<file path="src/rtl/dlf_pkg.sv">
// Constants, register map and state types for the display latency fetch block.
package dlf_pkg;

  // Clock rate and timing.
  localparam int unsigned CLOCK_MHZ          = 10;
  localparam int unsigned QUERY_TIMEOUT_US   = 100;
  localparam int unsigned QUERY_TIMEOUT_CYC  = QUERY_TIMEOUT_US * CLOCK_MHZ;
  localparam int unsigned BLOCK_TIME_US      = 10;
  localparam int unsigned TIMER_W            = 11;

  // Latency adjustments in microseconds.
  localparam logic [8:0] READ_LAT_ADD_US     = 9'h002;
  localparam logic [8:0] DENSE_ADD_US        = 9'h001;
  localparam int unsigned NUM_LEVELS         = 8;
  localparam int unsigned LAT_W              = 9;

  // Mailbox word selects on the mailbox master port.
  localparam logic [1:0] MBOX_IFACE          = 2'h0;
  localparam logic [1:0] MBOX_DATA_PRIMARY   = 2'h1;
  localparam logic [1:0] MBOX_DATA_SECONDARY = 2'h2;

  // Mailbox interface word layout.
  localparam int unsigned IFACE_PENDING_BIT  = 31;
  localparam logic [7:0]  CMD_LATENCY_QUERY  = 8'h06;
  localparam logic [7:0]  RESULT_SUCCESS     = 8'h00;
  localparam logic [31:0] IFACE_QUERY_WORD   = 32'h8000_0006;
  localparam logic [31:0] SET_FIRST          = 32'h0000_0000;
  localparam logic [31:0] SET_SECOND         = 32'h0000_0001;
  localparam logic [31:0] SECONDARY_ZERO     = 32'h0000_0000;

  // Memory controller DIMM config field layout (per DIMM slot).
  localparam int unsigned DIMM_SLOT_STRIDE   = 16;
  localparam int unsigned MODULE_CAPACITY_LSB      = 0;
  localparam int unsigned DIMM_WIDTH_BIT     = 8;
  localparam int unsigned DIMM_RANKS_BIT     = 10;
  localparam logic [7:0]  SIZE_8GB           = 8'h08;
  localparam logic [7:0]  SIZE_16GB          = 8'h10;
  localparam logic [7:0]  SIZE_32GB          = 8'h20;

  // Register offsets.
  localparam logic [4:0] REG_CONTROL         = 5'h00;
  localparam logic [4:0] REG_STATUS          = 5'h04;
  localparam logic [4:0] REG_IRQ_STATUS      = 5'h08;
  localparam logic [4:0] REG_IRQ_MASK        = 5'h0C;
  localparam logic [4:0] REG_LAT_LOW         = 5'h10;
  localparam logic [4:0] REG_LAT_HIGH        = 5'h14;
  localparam logic [4:0] REG_LAT_VALID       = 5'h18;
  localparam logic [4:0] REG_SCALING         = 5'h1C;

  // Field positions and reset values.
  localparam int unsigned CTRL_START_BIT     = 0;
  localparam int unsigned IRQ_DONE_BIT       = 0;
  localparam int unsigned IRQ_ERROR_BIT      = 1;
  localparam int unsigned SCALE_ENABLED_BIT  = 0;
  localparam logic [1:0]  IRQ_MASK_RESET     = 2'h0;
  localparam logic        SCALE_RESET        = 1'b1;

  // Fetch sequence states.
  typedef enum logic [3:0] {
    DLF_IDLE, DLF_CHECK, DLF_CHECK_WAIT, DLF_WR_PRIMARY, DLF_WR_SECONDARY,
    DLF_WR_IFACE, DLF_POLL, DLF_POLL_WAIT, DLF_READ, DLF_READ_WAIT, DLF_FINISH
  } dlf_state_t;

endpackage : dlf_pkg

</file>
<file path="src/rtl/dlf_latency_fetch.sv">
// Memory latency fetch client over the firmware command mailbox.
//
// Contract
// - Poll pending clear, result 00h success.
// - First word holds levels 0 to 3.
// - Second word holds levels 4 to 7.
// - Equal neighbouring levels are accepted silently.
// - Scaling enabled after reset until disabled.
module dlf_latency_fetch (
  // Clock and reset.
  input  wire logic                 clock,
  input  wire logic                 reset,
  // Register port.
  input  wire logic [4:0]           reg_addr,
  input  wire logic [31:0]          reg_wdata,
  input  wire logic                 reg_write,
  input  wire logic                 reg_read,
  output logic      [31:0]          reg_rdata,
  // Mailbox master port.
  output logic      [1:0]           mbox_addr,
  output logic      [31:0]          mbox_wdata,
  output logic                      mbox_write,
  output logic                      mbox_read,
  input  wire logic [31:0]          mbox_rdata,
  // Memory controller configuration.
  input  wire logic [31:0]          channel0_dimm_config,
  input  wire logic [31:0]          channel1_dimm_config,
  // Display configuration status.
  input  wire logic                 any_interlaced,
  input  wire logic                 planes_tolerate_block,
  // Results to the watermark logic.
  output logic [8*9-1:0]            lat_adjusted,
  output logic [7:0]                lat_valid,
  output logic                      fetch_done,
  output logic                      fetch_error,
  output logic                      scaling_disable_needed,
  output logic                      agent_voltage_scaling,
  output logic                      dense_die_found,
  output logic                      irq
);

  typedef struct packed {
    dlf_pkg::dlf_state_t state;
    logic                second_set;
    logic [10:0]         timer;
    logic [31:0]         raw_low;
    logic [8*9-1:0]      lat;
    logic [7:0]          valid;
    logic                done;
    logic                error;
    logic [1:0]          irq_status;
    logic [1:0]          irq_mask;
    logic                scale_en;
    logic                scale_dis;
    logic [31:0]         rdata;
    logic [1:0]          maddr;
    logic [31:0]         mwdata;
    logic                mwrite;
    logic                mread;
  } dlf_regs_t;

  dlf_regs_t r;
  dlf_regs_t next_r;
  logic [3:0] slot_dense;
  logic       timed_out;
  logic       start;

  ////////////////////////////////////////////////////////////////////////////
  // Dense-die scan of both channels.

  genvar g;
  generate
    for (g = 0; g < 4; g++) begin : g_slot
      dlf_dense_check u_check (
        .slot_config ((g < 2) ?
                      channel0_dimm_config[(g % 2) * dlf_pkg::DIMM_SLOT_STRIDE +: 16] :
                      channel1_dimm_config[(g % 2) * dlf_pkg::DIMM_SLOT_STRIDE +: 16]),
        .dense_die   (slot_dense[g])
      );
    end
  endgenerate

  ////////////////////////////////////////////////////////////////////////////
  // Latency unpacking and adjustment.

  // Builds the adjusted levels from both raw words; valid flags come from valid_levels.
  function automatic logic [8*9-1:0] adjust_levels(input logic [63:0] raw,
                                                   input logic dense);
    logic [8*9-1:0] out;
    logic [8:0]     lvl;
    out = '0;
    for (int i = 0; i < 8; i++) begin
      lvl = {1'b0, raw[i*8 +: 8]};
      if (raw[7:0] == 8'h00) begin
        lvl = lvl + dlf_pkg::READ_LAT_ADD_US;
      end
      if (i == 0 && dense) begin
        lvl = lvl + dlf_pkg::DENSE_ADD_US;
      end
      out[i*9 +: 9] = lvl;
    end
    return out;
  endfunction

  // Level 0 is always usable; a zero level ends the usable chain.
  function automatic logic [7:0] valid_levels(input logic [63:0] raw);
    logic [7:0] v;
    v    = '0;
    v[0] = 1'b1;
    for (int i = 1; i < 8; i++) begin
      // Zero invalidates upward; equal values pass.
      v[i] = v[i-1] && (raw[i*8 +: 8] != 8'h00);
    end
    return v;
  endfunction

  ////////////////////////////////////////////////////////////////////////////
  // Next-state logic.

  // The timer runs from each command so a stuck firmware cannot hang the fetch.
  always_comb begin
    next_r        = r;
    next_r.mwrite = 1'b0;
    next_r.mread  = 1'b0;
    next_r.rdata  = 32'h0000_0000;
    start         = reg_write && reg_addr == dlf_pkg::REG_CONTROL &&
                    reg_wdata[dlf_pkg::CTRL_START_BIT];
    timed_out     = r.timer == 11'h000;
    if (r.state != dlf_pkg::DLF_IDLE && !timed_out) begin
      next_r.timer = r.timer - 11'h001;
    end

    unique case (r.state)
      dlf_pkg::DLF_IDLE: begin
        if (start) begin
          next_r.second_set = 1'b0;
          next_r.done       = 1'b0;
          next_r.error      = 1'b0;
          next_r.valid      = 8'h00;
          next_r.timer      = dlf_pkg::QUERY_TIMEOUT_CYC[10:0];
          next_r.state      = dlf_pkg::DLF_CHECK;
        end
      end
      dlf_pkg::DLF_CHECK: begin
        next_r.maddr = dlf_pkg::MBOX_IFACE;
        next_r.mread = 1'b1;
        next_r.state = dlf_pkg::DLF_CHECK_WAIT;
      end
      dlf_pkg::DLF_CHECK_WAIT: begin
        // Wait for idle mailbox.
        // Mailbox data only stand the cycle after the read strobe.
        if (r.mread) begin
          next_r.state = dlf_pkg::DLF_CHECK_WAIT;
        end else if (!mbox_rdata[dlf_pkg::IFACE_PENDING_BIT]) begin
          next_r.state = dlf_pkg::DLF_WR_PRIMARY;
        end else if (timed_out) begin
          next_r.state = dlf_pkg::DLF_FINISH;
          next_r.error = 1'b1;
        end else begin
          next_r.state = dlf_pkg::DLF_CHECK;
        end
      end
      dlf_pkg::DLF_WR_PRIMARY: begin
        next_r.maddr  = dlf_pkg::MBOX_DATA_PRIMARY;
        next_r.mwdata = r.second_set ? dlf_pkg::SET_SECOND : dlf_pkg::SET_FIRST;
        next_r.mwrite = 1'b1;
        next_r.state  = dlf_pkg::DLF_WR_SECONDARY;
      end
      dlf_pkg::DLF_WR_SECONDARY: begin
        next_r.maddr  = dlf_pkg::MBOX_DATA_SECONDARY;
        next_r.mwdata = dlf_pkg::SECONDARY_ZERO;
        next_r.mwrite = 1'b1;
        next_r.state  = dlf_pkg::DLF_WR_IFACE;
      end
      dlf_pkg::DLF_WR_IFACE: begin
        next_r.maddr  = dlf_pkg::MBOX_IFACE;
        next_r.mwdata = dlf_pkg::IFACE_QUERY_WORD;
        next_r.mwrite = 1'b1;
        next_r.timer  = dlf_pkg::QUERY_TIMEOUT_CYC[10:0];
        next_r.state  = dlf_pkg::DLF_POLL;
      end
      dlf_pkg::DLF_POLL: begin
        next_r.maddr = dlf_pkg::MBOX_IFACE;
        next_r.mread = 1'b1;
        next_r.state = dlf_pkg::DLF_POLL_WAIT;
      end
      dlf_pkg::DLF_POLL_WAIT: begin
        // Success needs pending clear and code 00h.
        if (r.mread) begin
          next_r.state = dlf_pkg::DLF_POLL_WAIT;
        end else if (!mbox_rdata[dlf_pkg::IFACE_PENDING_BIT] &&
            mbox_rdata[7:0] == dlf_pkg::RESULT_SUCCESS) begin
          next_r.state = dlf_pkg::DLF_READ;
        end else if (timed_out) begin
          next_r.state = dlf_pkg::DLF_FINISH;
          next_r.error = 1'b1;
        end else begin
          next_r.state = dlf_pkg::DLF_POLL;
        end
      end
      dlf_pkg::DLF_READ: begin
        next_r.maddr = dlf_pkg::MBOX_DATA_PRIMARY;
        next_r.mread = 1'b1;
        next_r.state = dlf_pkg::DLF_READ_WAIT;
      end
      dlf_pkg::DLF_READ_WAIT: begin
        if (r.mread) begin
          next_r.state = dlf_pkg::DLF_READ_WAIT;
        end else if (!r.second_set) begin
          next_r.raw_low    = mbox_rdata;
          next_r.second_set = 1'b1;
          next_r.timer      = dlf_pkg::QUERY_TIMEOUT_CYC[10:0];
          next_r.state      = dlf_pkg::DLF_CHECK;
        end else begin
          next_r.lat   = adjust_levels({mbox_rdata, r.raw_low}, |slot_dense);
          next_r.valid = valid_levels({mbox_rdata, r.raw_low});
          next_r.done  = 1'b1;
          next_r.state = dlf_pkg::DLF_FINISH;
        end
      end
      dlf_pkg::DLF_FINISH: begin
        next_r.state = dlf_pkg::DLF_IDLE;
      end
      default: begin
        next_r.state = dlf_pkg::DLF_IDLE;
      end
    endcase

    next_r.scale_dis = any_interlaced || !planes_tolerate_block;

    // Interrupt status: a clear by write of one loses to a same-cycle event.
    if (reg_write && reg_addr == dlf_pkg::REG_IRQ_STATUS) begin
      next_r.irq_status = r.irq_status & ~reg_wdata[1:0];
    end
    if (reg_write && reg_addr == dlf_pkg::REG_IRQ_MASK) begin
      next_r.irq_mask = reg_wdata[1:0];
    end
    // Software records the scaling state once firmware has it.
    if (reg_write && reg_addr == dlf_pkg::REG_SCALING) begin
      next_r.scale_en = reg_wdata[dlf_pkg::SCALE_ENABLED_BIT];
    end
    if (r.state == dlf_pkg::DLF_FINISH) begin
      next_r.irq_status[dlf_pkg::IRQ_DONE_BIT]  = r.done | next_r.irq_status[0];
      next_r.irq_status[dlf_pkg::IRQ_ERROR_BIT] = r.error | next_r.irq_status[1];
    end

    // Register reads answer one cycle later; unmapped offsets read zero.
    if (reg_read) begin
      unique case (reg_addr)
        dlf_pkg::REG_STATUS: next_r.rdata = {27'h000_0000, dense_die_found, r.scale_dis,
                                             r.state != dlf_pkg::DLF_IDLE, r.error, r.done};
        dlf_pkg::REG_IRQ_STATUS: next_r.rdata = {30'h0000_0000, r.irq_status};
        dlf_pkg::REG_IRQ_MASK:   next_r.rdata = {30'h0000_0000, r.irq_mask};
        dlf_pkg::REG_LAT_LOW:    next_r.rdata = {r.lat[33:27], r.lat[24:18], r.lat[15:9],
                                                 r.lat[8:0]};
        dlf_pkg::REG_LAT_HIGH:   next_r.rdata = {r.lat[69:63], r.lat[60:54], r.lat[51:45],
                                                 r.lat[44:36]};
        dlf_pkg::REG_LAT_VALID:  next_r.rdata = {24'h00_0000, r.valid};
        dlf_pkg::REG_SCALING:    next_r.rdata = {31'h0000_0000, r.scale_en};
        default:                 next_r.rdata = 32'h0000_0000;
      endcase
    end
  end

  ////////////////////////////////////////////////////////////////////////////
  // State register.

  always_ff @(posedge clock) begin
    if (reset) begin
      r            <= '0;
      r.state      <= dlf_pkg::DLF_IDLE;
      r.irq_mask   <= dlf_pkg::IRQ_MASK_RESET;
      r.scale_en   <= dlf_pkg::SCALE_RESET;
    end else begin
      r <= next_r;
    end
  end

  // Outputs.
  assign reg_rdata              = r.rdata;
  assign mbox_addr              = r.maddr;
  assign mbox_wdata             = r.mwdata;
  assign mbox_write             = r.mwrite;
  assign mbox_read              = r.mread;
  assign lat_adjusted           = r.lat;
  assign lat_valid              = r.valid;
  assign fetch_done             = r.done;
  assign fetch_error            = r.error;
  assign scaling_disable_needed = r.scale_dis;
  assign agent_voltage_scaling  = r.scale_en;
  assign dense_die_found        = |slot_dense;
  assign irq                    = |(r.irq_status & ~r.irq_mask);

  ////////////////////////////////////////////////////////////////////////////
  // Assertions.

  // Cycles spent polling one query; too long for a delay range.
  logic [10:0] poll_age;
  always_ff @(posedge clock) begin
    if (reset || !(r.state == dlf_pkg::DLF_POLL || r.state == dlf_pkg::DLF_POLL_WAIT)) begin
      poll_age <= 11'h000;
    end else begin
      poll_age <= poll_age + 11'h001;
    end
  end

  property p_iface_word;
    @(posedge clock) disable iff (reset)
      (mbox_write && mbox_addr == dlf_pkg::MBOX_IFACE) |-> mbox_wdata == 32'h8000_0006;
  endproperty
  a_iface_word: assert property (p_iface_word) else $error("bad query word");

  property p_secondary_zero;
    @(posedge clock) disable iff (reset)
      (mbox_write && mbox_addr == dlf_pkg::MBOX_DATA_SECONDARY) |-> mbox_wdata == 32'h0;
  endproperty
  a_secondary_zero: assert property (p_secondary_zero) else $error("secondary not zero");

  property p_primary_order;
    @(posedge clock) disable iff (reset)
      (mbox_write && mbox_addr == dlf_pkg::MBOX_DATA_PRIMARY) |->
        ##1 (mbox_write && mbox_addr == dlf_pkg::MBOX_DATA_SECONDARY)
        ##1 (mbox_write && mbox_addr == dlf_pkg::MBOX_IFACE);
  endproperty
  a_primary_order: assert property (p_primary_order) else $error("bad write order");

  property p_check_first;
    @(posedge clock) disable iff (reset)
      $rose(mbox_write && mbox_addr == dlf_pkg::MBOX_DATA_PRIMARY) |->
        $past(mbox_rdata[31], 2) == 1'b0;
  endproperty
  a_check_first: assert property (p_check_first) else $error("mailbox still busy");

  property p_timeout_bound;
    @(posedge clock) disable iff (reset)
      (r.state == dlf_pkg::DLF_POLL || r.state == dlf_pkg::DLF_POLL_WAIT) |->
        poll_age < 11'h3EC;
  endproperty
  a_timeout_bound: assert property (p_timeout_bound) else $error("query overran timeout");

  property p_valid_chain;
    @(posedge clock) disable iff (reset)
      (lat_valid[7:1] & ~lat_valid[6:0]) == 7'h00;
  endproperty
  a_valid_chain: assert property (p_valid_chain) else $error("valid chain broken");

  property p_done_publish;
    @(posedge clock) disable iff (reset)
      $rose(fetch_done) |-> lat_valid[0] && !fetch_error && $past(mbox_read, 2);
  endproperty
  a_done_publish: assert property (p_done_publish) else $error("done without data");

  property p_irq_event;
    @(posedge clock) disable iff (reset)
      (r.state == dlf_pkg::DLF_FINISH && fetch_error) |=> r.irq_status[1];
  endproperty
  a_irq_event: assert property (p_irq_event) else $error("error event lost");

  property p_scale_decision;
    @(posedge clock) disable iff (reset)
      any_interlaced |=> scaling_disable_needed;
  endproperty
  a_scale_decision: assert property (p_scale_decision) else $error("scaling not disabled");

endmodule // dlf_latency_fetch

</file>
<file path="src/rtl/dlf_dense_check.sv">
// Dense-die classifier for one DIMM slot of a memory channel config word.
module dlf_dense_check (
  // Slot configuration.
  input  wire logic [15:0] slot_config,
  // Classification.
  output logic             dense_die
);

  logic [7:0] module_capacity;
  logic       width16;
  logic       two_ranks;

  // An empty slot (zero size) never counts.
  always_comb begin
    module_capacity = slot_config[dlf_pkg::MODULE_CAPACITY_LSB +: 8];
    width16         = slot_config[dlf_pkg::DIMM_WIDTH_BIT];
    two_ranks       = slot_config[dlf_pkg::DIMM_RANKS_BIT];
    dense_die = (module_capacity != 8'h00) &&
      ((!two_ranks && !width16 && module_capacity == dlf_pkg::SIZE_16GB) ||
       ( two_ranks && !width16 && module_capacity == dlf_pkg::SIZE_32GB) ||
       (!two_ranks &&  width16 && module_capacity == dlf_pkg::SIZE_8GB)  ||
       ( two_ranks &&  width16 && module_capacity == dlf_pkg::SIZE_16GB));
  end

endmodule // dlf_dense_check

</file>
<file path="config.mk">
export PLATFORM = sky130hd
export DESIGN_NAME = dlf_latency_fetch
export DESIGN_NICKNAME = d
export VERILOG_FILES = /design/src/rtl/dlf_pkg.sv /design/src/rtl/dlf_latency_fetch.sv /design/src/rtl/dlf_dense_check.sv
export SDC_FILE = /design/constraint.sdc
export NUM_CORES = 1
export LEC_CHECK = 0
export BUFFER_PORTS_ARGS = -buffer_cell sky130_fd_sc_hd__buf_2
export CAP_MARGIN = 20
export CELL_PAD_IN_SITES_DETAIL_PLACEMENT = 1
export CELL_PAD_IN_SITES_GLOBAL_PLACEMENT = 1
export CORE_MARGIN = 1
export CORE_UTILIZATION = 40
export DETAILED_ROUTE_END_ITERATION = 6
export GPL_ROUTABILITY_DRIVEN = 1
export PLACE_DENSITY_LB_ADDON = 0.1
export SLEW_MARGIN = 5
export SYNTH_ARGS = -nofsm -noshare
export SYNTH_HDL_FRONTEND = slang
export SYNTH_HIERARCHICAL = 1
export SYNTH_SLANG_ARGS = --single-unit
</file>
<file path="constraint.sdc">
create_clock -name clock -period 4.4 [get_ports clock]
set_input_delay 0.44 -clock clock [delete_from_list [all_inputs] [get_ports clock]]
set_output_delay 0.44 -clock clock [all_outputs]
set_load 0.01 [all_outputs]
</file>
=== After elaboration in Yosys (flattened, before gate mapping) ===
Cells that the tools add are included.

* Memories: 0
* Bits in writable memories: 0
* Output and inout port bits: 154
* Latch bits: 0
* ROM bits: 0
* Bits in registers: 204

* Muxes and demuxes: 43
* Shift-type cells: 0
* Bitwise logic cells: 9
* Eq/ne operators: 36
* Multiply operators: 0
* Reductions and logical operators: 105
* $lt $le $gt $ge: 0
* Add/sub/neg operators: 10
* Div/mod/pow operators: 0

{| class="wikitable"
|+ Operator list
! cell !! count
|-
| 30-bit case mux with 7 select lines || 1
|-
| 125-bit 2-to-1 mux || 1
|-
| 9-bit 2-to-1 mux || 12
|-
| 33-bit case mux with 3 select lines || 1
|-
| 8-bit nonzero test || 11
|-
| 81-bit 2-to-1 mux || 1
|-
| 8-bit by 2-bit adder with 9-bit output, second input constant || 8
|-
| 1-bit logical AND || 49
|-
| 43-bit 2-to-1 mux || 1
|-
| 4-bit case mux with 10 select lines || 1
|-
| 11-bit case mux with 3 select lines || 1
|-
| 8-bit by 4-bit == test with 1-bit output, second input constant || 4
|-
| 8-bit by 5-bit == test with 1-bit output, second input constant || 4
|-
| 8-bit by 6-bit == test with 1-bit output, second input constant || 4
|-
| 4-bit 2-to-1 mux || 8
|-
| 5-bit == test, second input constant || 4
|-
| 9-bit case mux with 2 select lines || 1
|-
| 4-bit by 3-bit == test with 1-bit output, second input constant || 4
|-
| 8-bit zero test || 2
|-
| 16-bit 2-to-1 mux || 1
|-
| 2-bit != test, second input constant || 7
|-
| 1-bit logical OR || 13
|-
| 4-bit == test, second input constant || 3
|-
| 1-bit zero test || 11
|-
| other kinds (29) || 50
|}

=== Depth between registers and ports, before layout ===
* Depth after elaboration: 12
* Mapped depth: 9

=== Hierarchy ===
Netlist, hierarchy kept.

{| class="wikitable"
|+ Modules (own cells, without submodules)
! module !! cells each !! times used !! area each (um2) !! seq. area each (um2)
|-
| dlf_latency_fetch || 1,072 || 1 || 8,693.3 || 3,423.3
|-
| dlf_dense_check || 9 || 4 || 62.6 || 0.0
|}

=== Worst setup path after synthesis ===
No wires, ideal clock.

* Path type: input to register
* Start point: input port channel0_dimm_config[26]
* End point: register r (netlist bit lat_adjusted[3])
* Setup time: 0.058 ns
* Stages on the path: 9
* Path buffers: 1
* Slack: 1.945 ns
* Arrival time: 2.397 ns
* Cell sequence: xnor2_1 -> a311o_1 -> and3_1 -> o41a_1 -> and2_0 -> clkbuf_1 -> xnor2_1 -> a2111oi_0 -> a31o_2

* Word-level cells in the longest chain between the ends: 9
* Elaborated cells between the ends (all ways): 15
* Classes of those cells: mux (1); reduce/logical (14)

{| class="wikitable"
|+ Ends and longest elaborated chain
! item !! line !! RTL
|-
| start, declared || dlf_latency_fetch.sv:26 || <nowiki>input wire logic [31:0] channel0_dimm_config,</nowiki>
|-
| 1-bit zero test || dlf_dense_check.sv:19, dlf_dense_check.sv:21 ||
|-
| 1-bit logical AND (2 in a row) || dlf_dense_check.sv:19 || <nowiki>((!two_ranks && !width16 && module_capacity == dlf_pkg::SIZE_16GB) ||</nowiki>
|-
| 1-bit logical OR || dlf_dense_check.sv:19 ||
|-
| 1-bit logical OR || dlf_dense_check.sv:20 || <nowiki>( two_ranks && !width16 && module_capacity == dlf_pkg::SIZE_32GB) ||</nowiki>
|-
| 1-bit logical OR * || dlf_dense_check.sv:21 || <nowiki>(!two_ranks && width16 && module_capacity == dlf_pkg::SIZE_8GB) ||</nowiki>
|-
| 1-bit logical AND * || dlf_dense_check.sv:18 || <nowiki>dense_die = (module_capacity != 8'h00) &&</nowiki>
|-
| named net slot_dense[1] || dlf_latency_fetch.sv:64 || <nowiki>logic [3:0] slot_dense;</nowiki>
|-
| 4-bit OR reduction * || dlf_latency_fetch.sv:215 || <nowiki>next_r.lat = adjust_levels({mbox_rdata, r.raw_low}, |slot_dense);</nowiki>
|-
| 9-bit 2-to-1 mux * || dlf_latency_fetch.sv:97 || <nowiki>if (i == 0 && dense) begin</nowiki>
|-
| end signal, assigned || dlf_latency_fetch.sv:275 || <nowiki>r <= next_r;</nowiki>
|-
| end, declared || dlf_latency_fetch.sv:62 || <nowiki>dlf_regs_t r;</nowiki>
|}

Mark *: on every way through the listed nets, which the timed path passes. The rest lies on a longest branch.
A chain may end at the register's enable or synchronous reset.

=== Worst setup path after layout ===
* Start point: register r[200] in the netlist's numbering
* End point: register r (netlist bit lat_adjusted[3])

* Word-level cells in the longest chain between the ends: 2

{| class="wikitable"
|+ Ends and longest elaborated chain
! item !! line !! RTL
|-
| 4-bit == test || dlf_latency_fetch.sv:133 || <nowiki>unique case (r.state)</nowiki>
|-
| 3-bit AND reduction (no line) || -- ||
|}

Every way passes these cells.

==> run summary <==
Die Span Y = 151.5 um
clk root buf = clkbuf_16
Max IR drop VDD = 294.6 uV
leakage power = 3.986 nW
M3 GR Usage = 4.431%
Cells after Synth = 1,108
Arr. time, crit path = 3.19 ns
Worst-Margin Slew = 0.9429 ns
clock slew at reported path FFs = 0.07 ns
vias in the first global route = 7,597
Max clock buf depth = 2
area delta synth->final = 9.191%
Core Area = 21,890 sq um
CP cell instances = and3b_1 -> nand3_1 -> a2111oi_0 -> a31o_2
initial antenna violation count = 6
top-count cell post-synth = dfxtp_1
Worst Path Required = 4.77 ns
Top Family by Delay on Critical Path = simple AND/OR/NAND/NOR gates
max-slew violations = 0
post-synthesis sequential area ratio = 38.28%
run status = completed
end-of-flow core utilization = 44.61%
endpoints failing setup = 0
Critical Path End Type = flip-flop
top_reg_cell synth = dfxtp_1
final wirelength = 26.18 mm
Synth area leader = dfxtp_1
Die Area = 22,960 sq um
Routed WL per cell = 17.98 um
# IOs = 293
grt peak-use layer = met2
Worst-Skew Late Latency = 0.43 ns
met1 Use GR = 31.57%
CTS Sinks = 171
M2 GR Usage = 37.35%
detailed-route via count = 7,768
setup_tns = 0 ns
via-per-instance ratio = 5.335
CP Class = reg -> reg
Final Hold Viols = 0
clock skew = 0.01130 ns
row cnt = 54
WP buf/inv = 0
Mean Syn Cell Area = 8.072 sq um
post-CTS setup buffers = 0
first-pass GRT wire length = 41.17 mm
RSZ-0062 raised after global routing = false
Post-synth ARST share = 0%
Post-synth top cells = dfxtp_1, buf_4, nand2_1, a21oi_1, o21ai_0
Post-DRT Antenna Nets = 0
cts repair resizes = 0
largest net degree at the start of global routing = 73
DRC Markers = 0
DRT iter0 DRCs = 339
top post-synthesis cells by area = dfxtp_1, buf_4, a21oi_1, nand2_1, xor2_1
Synth Warn # = 6
CTS Buf Count = 17
crit path launch type = flip-flop
FF+latch count, synth = 171
GRT Overall Usage = 23.02%
IO buf count = 208
Worst path max stage delay = 0.78 ns
DIE WIDTH = 151.5 um
Slew HR = 36.84%
Power Density = 327.9 nW/um^2
GRT overflow = 0
NumNets Final = 1,308
Max Fclk = 355.0 MHz
final worst-path cycle share = 64.02%
post-DP HPWL = 18.07 mm
First-pass DRT Iterations = 6
GPL Wtd Cong = 0.7758
hold crit path type = in -> reg
fin crit period = 2.817 ns
Post-synth EDFFs = 0
maxcap violations = 0
Worst path slowest cell = dfxtp_1
layout cells sized above 1 = 22.70%
Yosys cell types = 65
area share of the largest cell type after synthesis = 38.28%
starting density of the core = 40.86%
H-tree depth = 4
Post-CTS Hold Fix Bufs = 0
crit path max fanout = 20
synthesized area = 8944 sq um
CTS tree = done
-- placed cells by master (no fill, tap or decap), drive strengths merged, types with 30 or more instances in the layout --
cell   netlist  final
conb         1     30
nor2        61     61
o21ai       67     67
a21oi      121    121
dfxtp      171    171
xor2        39     39
nand4       33     33
nand2      143    143
a22oi       31     31
buf        159    220
-- logic make-up (layout without fill, tap and decap cells) --
logic type	count (synthesis)	after routing	synth area share, %
buffers and inverters	237	272	16.24
AO/OA/AOI/OAI	272	272	18.02
multiplexers	10	10	1.133
XOR/XNOR	60	60	5.876
AND/OR/NAND/NOR	347	347	19.01
flip-flops	171	171	38.28
other	1	34	0.04193
adder cells (fa/ha/maj)	10	10	1.399
-- per-layer routing --
layer | vias to the layer above | share of wire, %
li1 | 3817 | -
met1 | 3733 | 47
met2 | 196 | 46
met3 | 18 | 5.8
met4 | 4 | 0.74
met5 | - | 0.084
-- per-stage QoR --
| stage | area, sq um | setup slack [ns] | power [W] | hold WS (ns) | instances |
|---|---|---|---|---|---|
| 2_1_floorplan | 9052 | 1.945 | 0.001689 | 0.4322 | 1137 |
| 3_3_place_gp | 9178 | 1.612 | 0.001757 | 0.4376 | 1420 |
| 3_5_place_dp | 9178 | 1.552 | 0.001759 | 0.4447 | 1420 |
| 4_1_cts | 9756 | 1.516 | 0.003246 | 0.1931 | 1452 |
| 5_1_grt | 9758 | 1.404 | 0.003335 | 0.2029 | 1453 |
| 6_report | 9766 | 1.583 | 0.003202 | 0.2035 | 1456 |
-- sequential cells by signal (all words and copies together) (netlist names), 2 cells and up --
| name | cells |
|---|---|
| lat_adjusted | 72 |
| r | 52 |
| reg_rdata | 30 |
| lat_valid | 8 |
| mbox_addr | 2 |
| mbox_wdata | 2 |
-- area by class of cell --
cell class	count	area (sq um)
antenna	4	10.01
clock buffer	17	425.4
clock inverter	15	152.6
fill	2715	12130
inverter	20	75.07
multi-input combinational	729	4198
sequential	171	3423
tap	280	350.3
timing repair buffer	220	1131
-- power by group --
part	switching [W]	total (W)	internal [W]
clock network	0.000723	0.00148	0.000757
logic	0.000113	0.000173	0.0000601
registers	0.00000151	0.00155	0.00155
-- path summary, 6_finish.rpt --
path / slack [ns] / cells past startpoint / from / to
worst max-delay path: 1.58 / 4 / r[200]$_SDFFE_PP0N_ / lat_adjusted[3]$_SDFFE_PP0P_
worst min-delay path: 0.20 / 2 / planes_tolerate_block / scaling_disable_needed$_SDFF_PP0_
worst max register to register: 1.58 / 4 / r[200]$_SDFFE_PP0N_ / lat_adjusted[3]$_SDFFE_PP0P_
worst min register to register: 0.45 / 2 / lat_adjusted[26]$_SDFFE_PP0P_ / lat_adjusted[26]$_SDFFE_PP0P_
No activity file was read; power rests on OpenSTA's default activity.
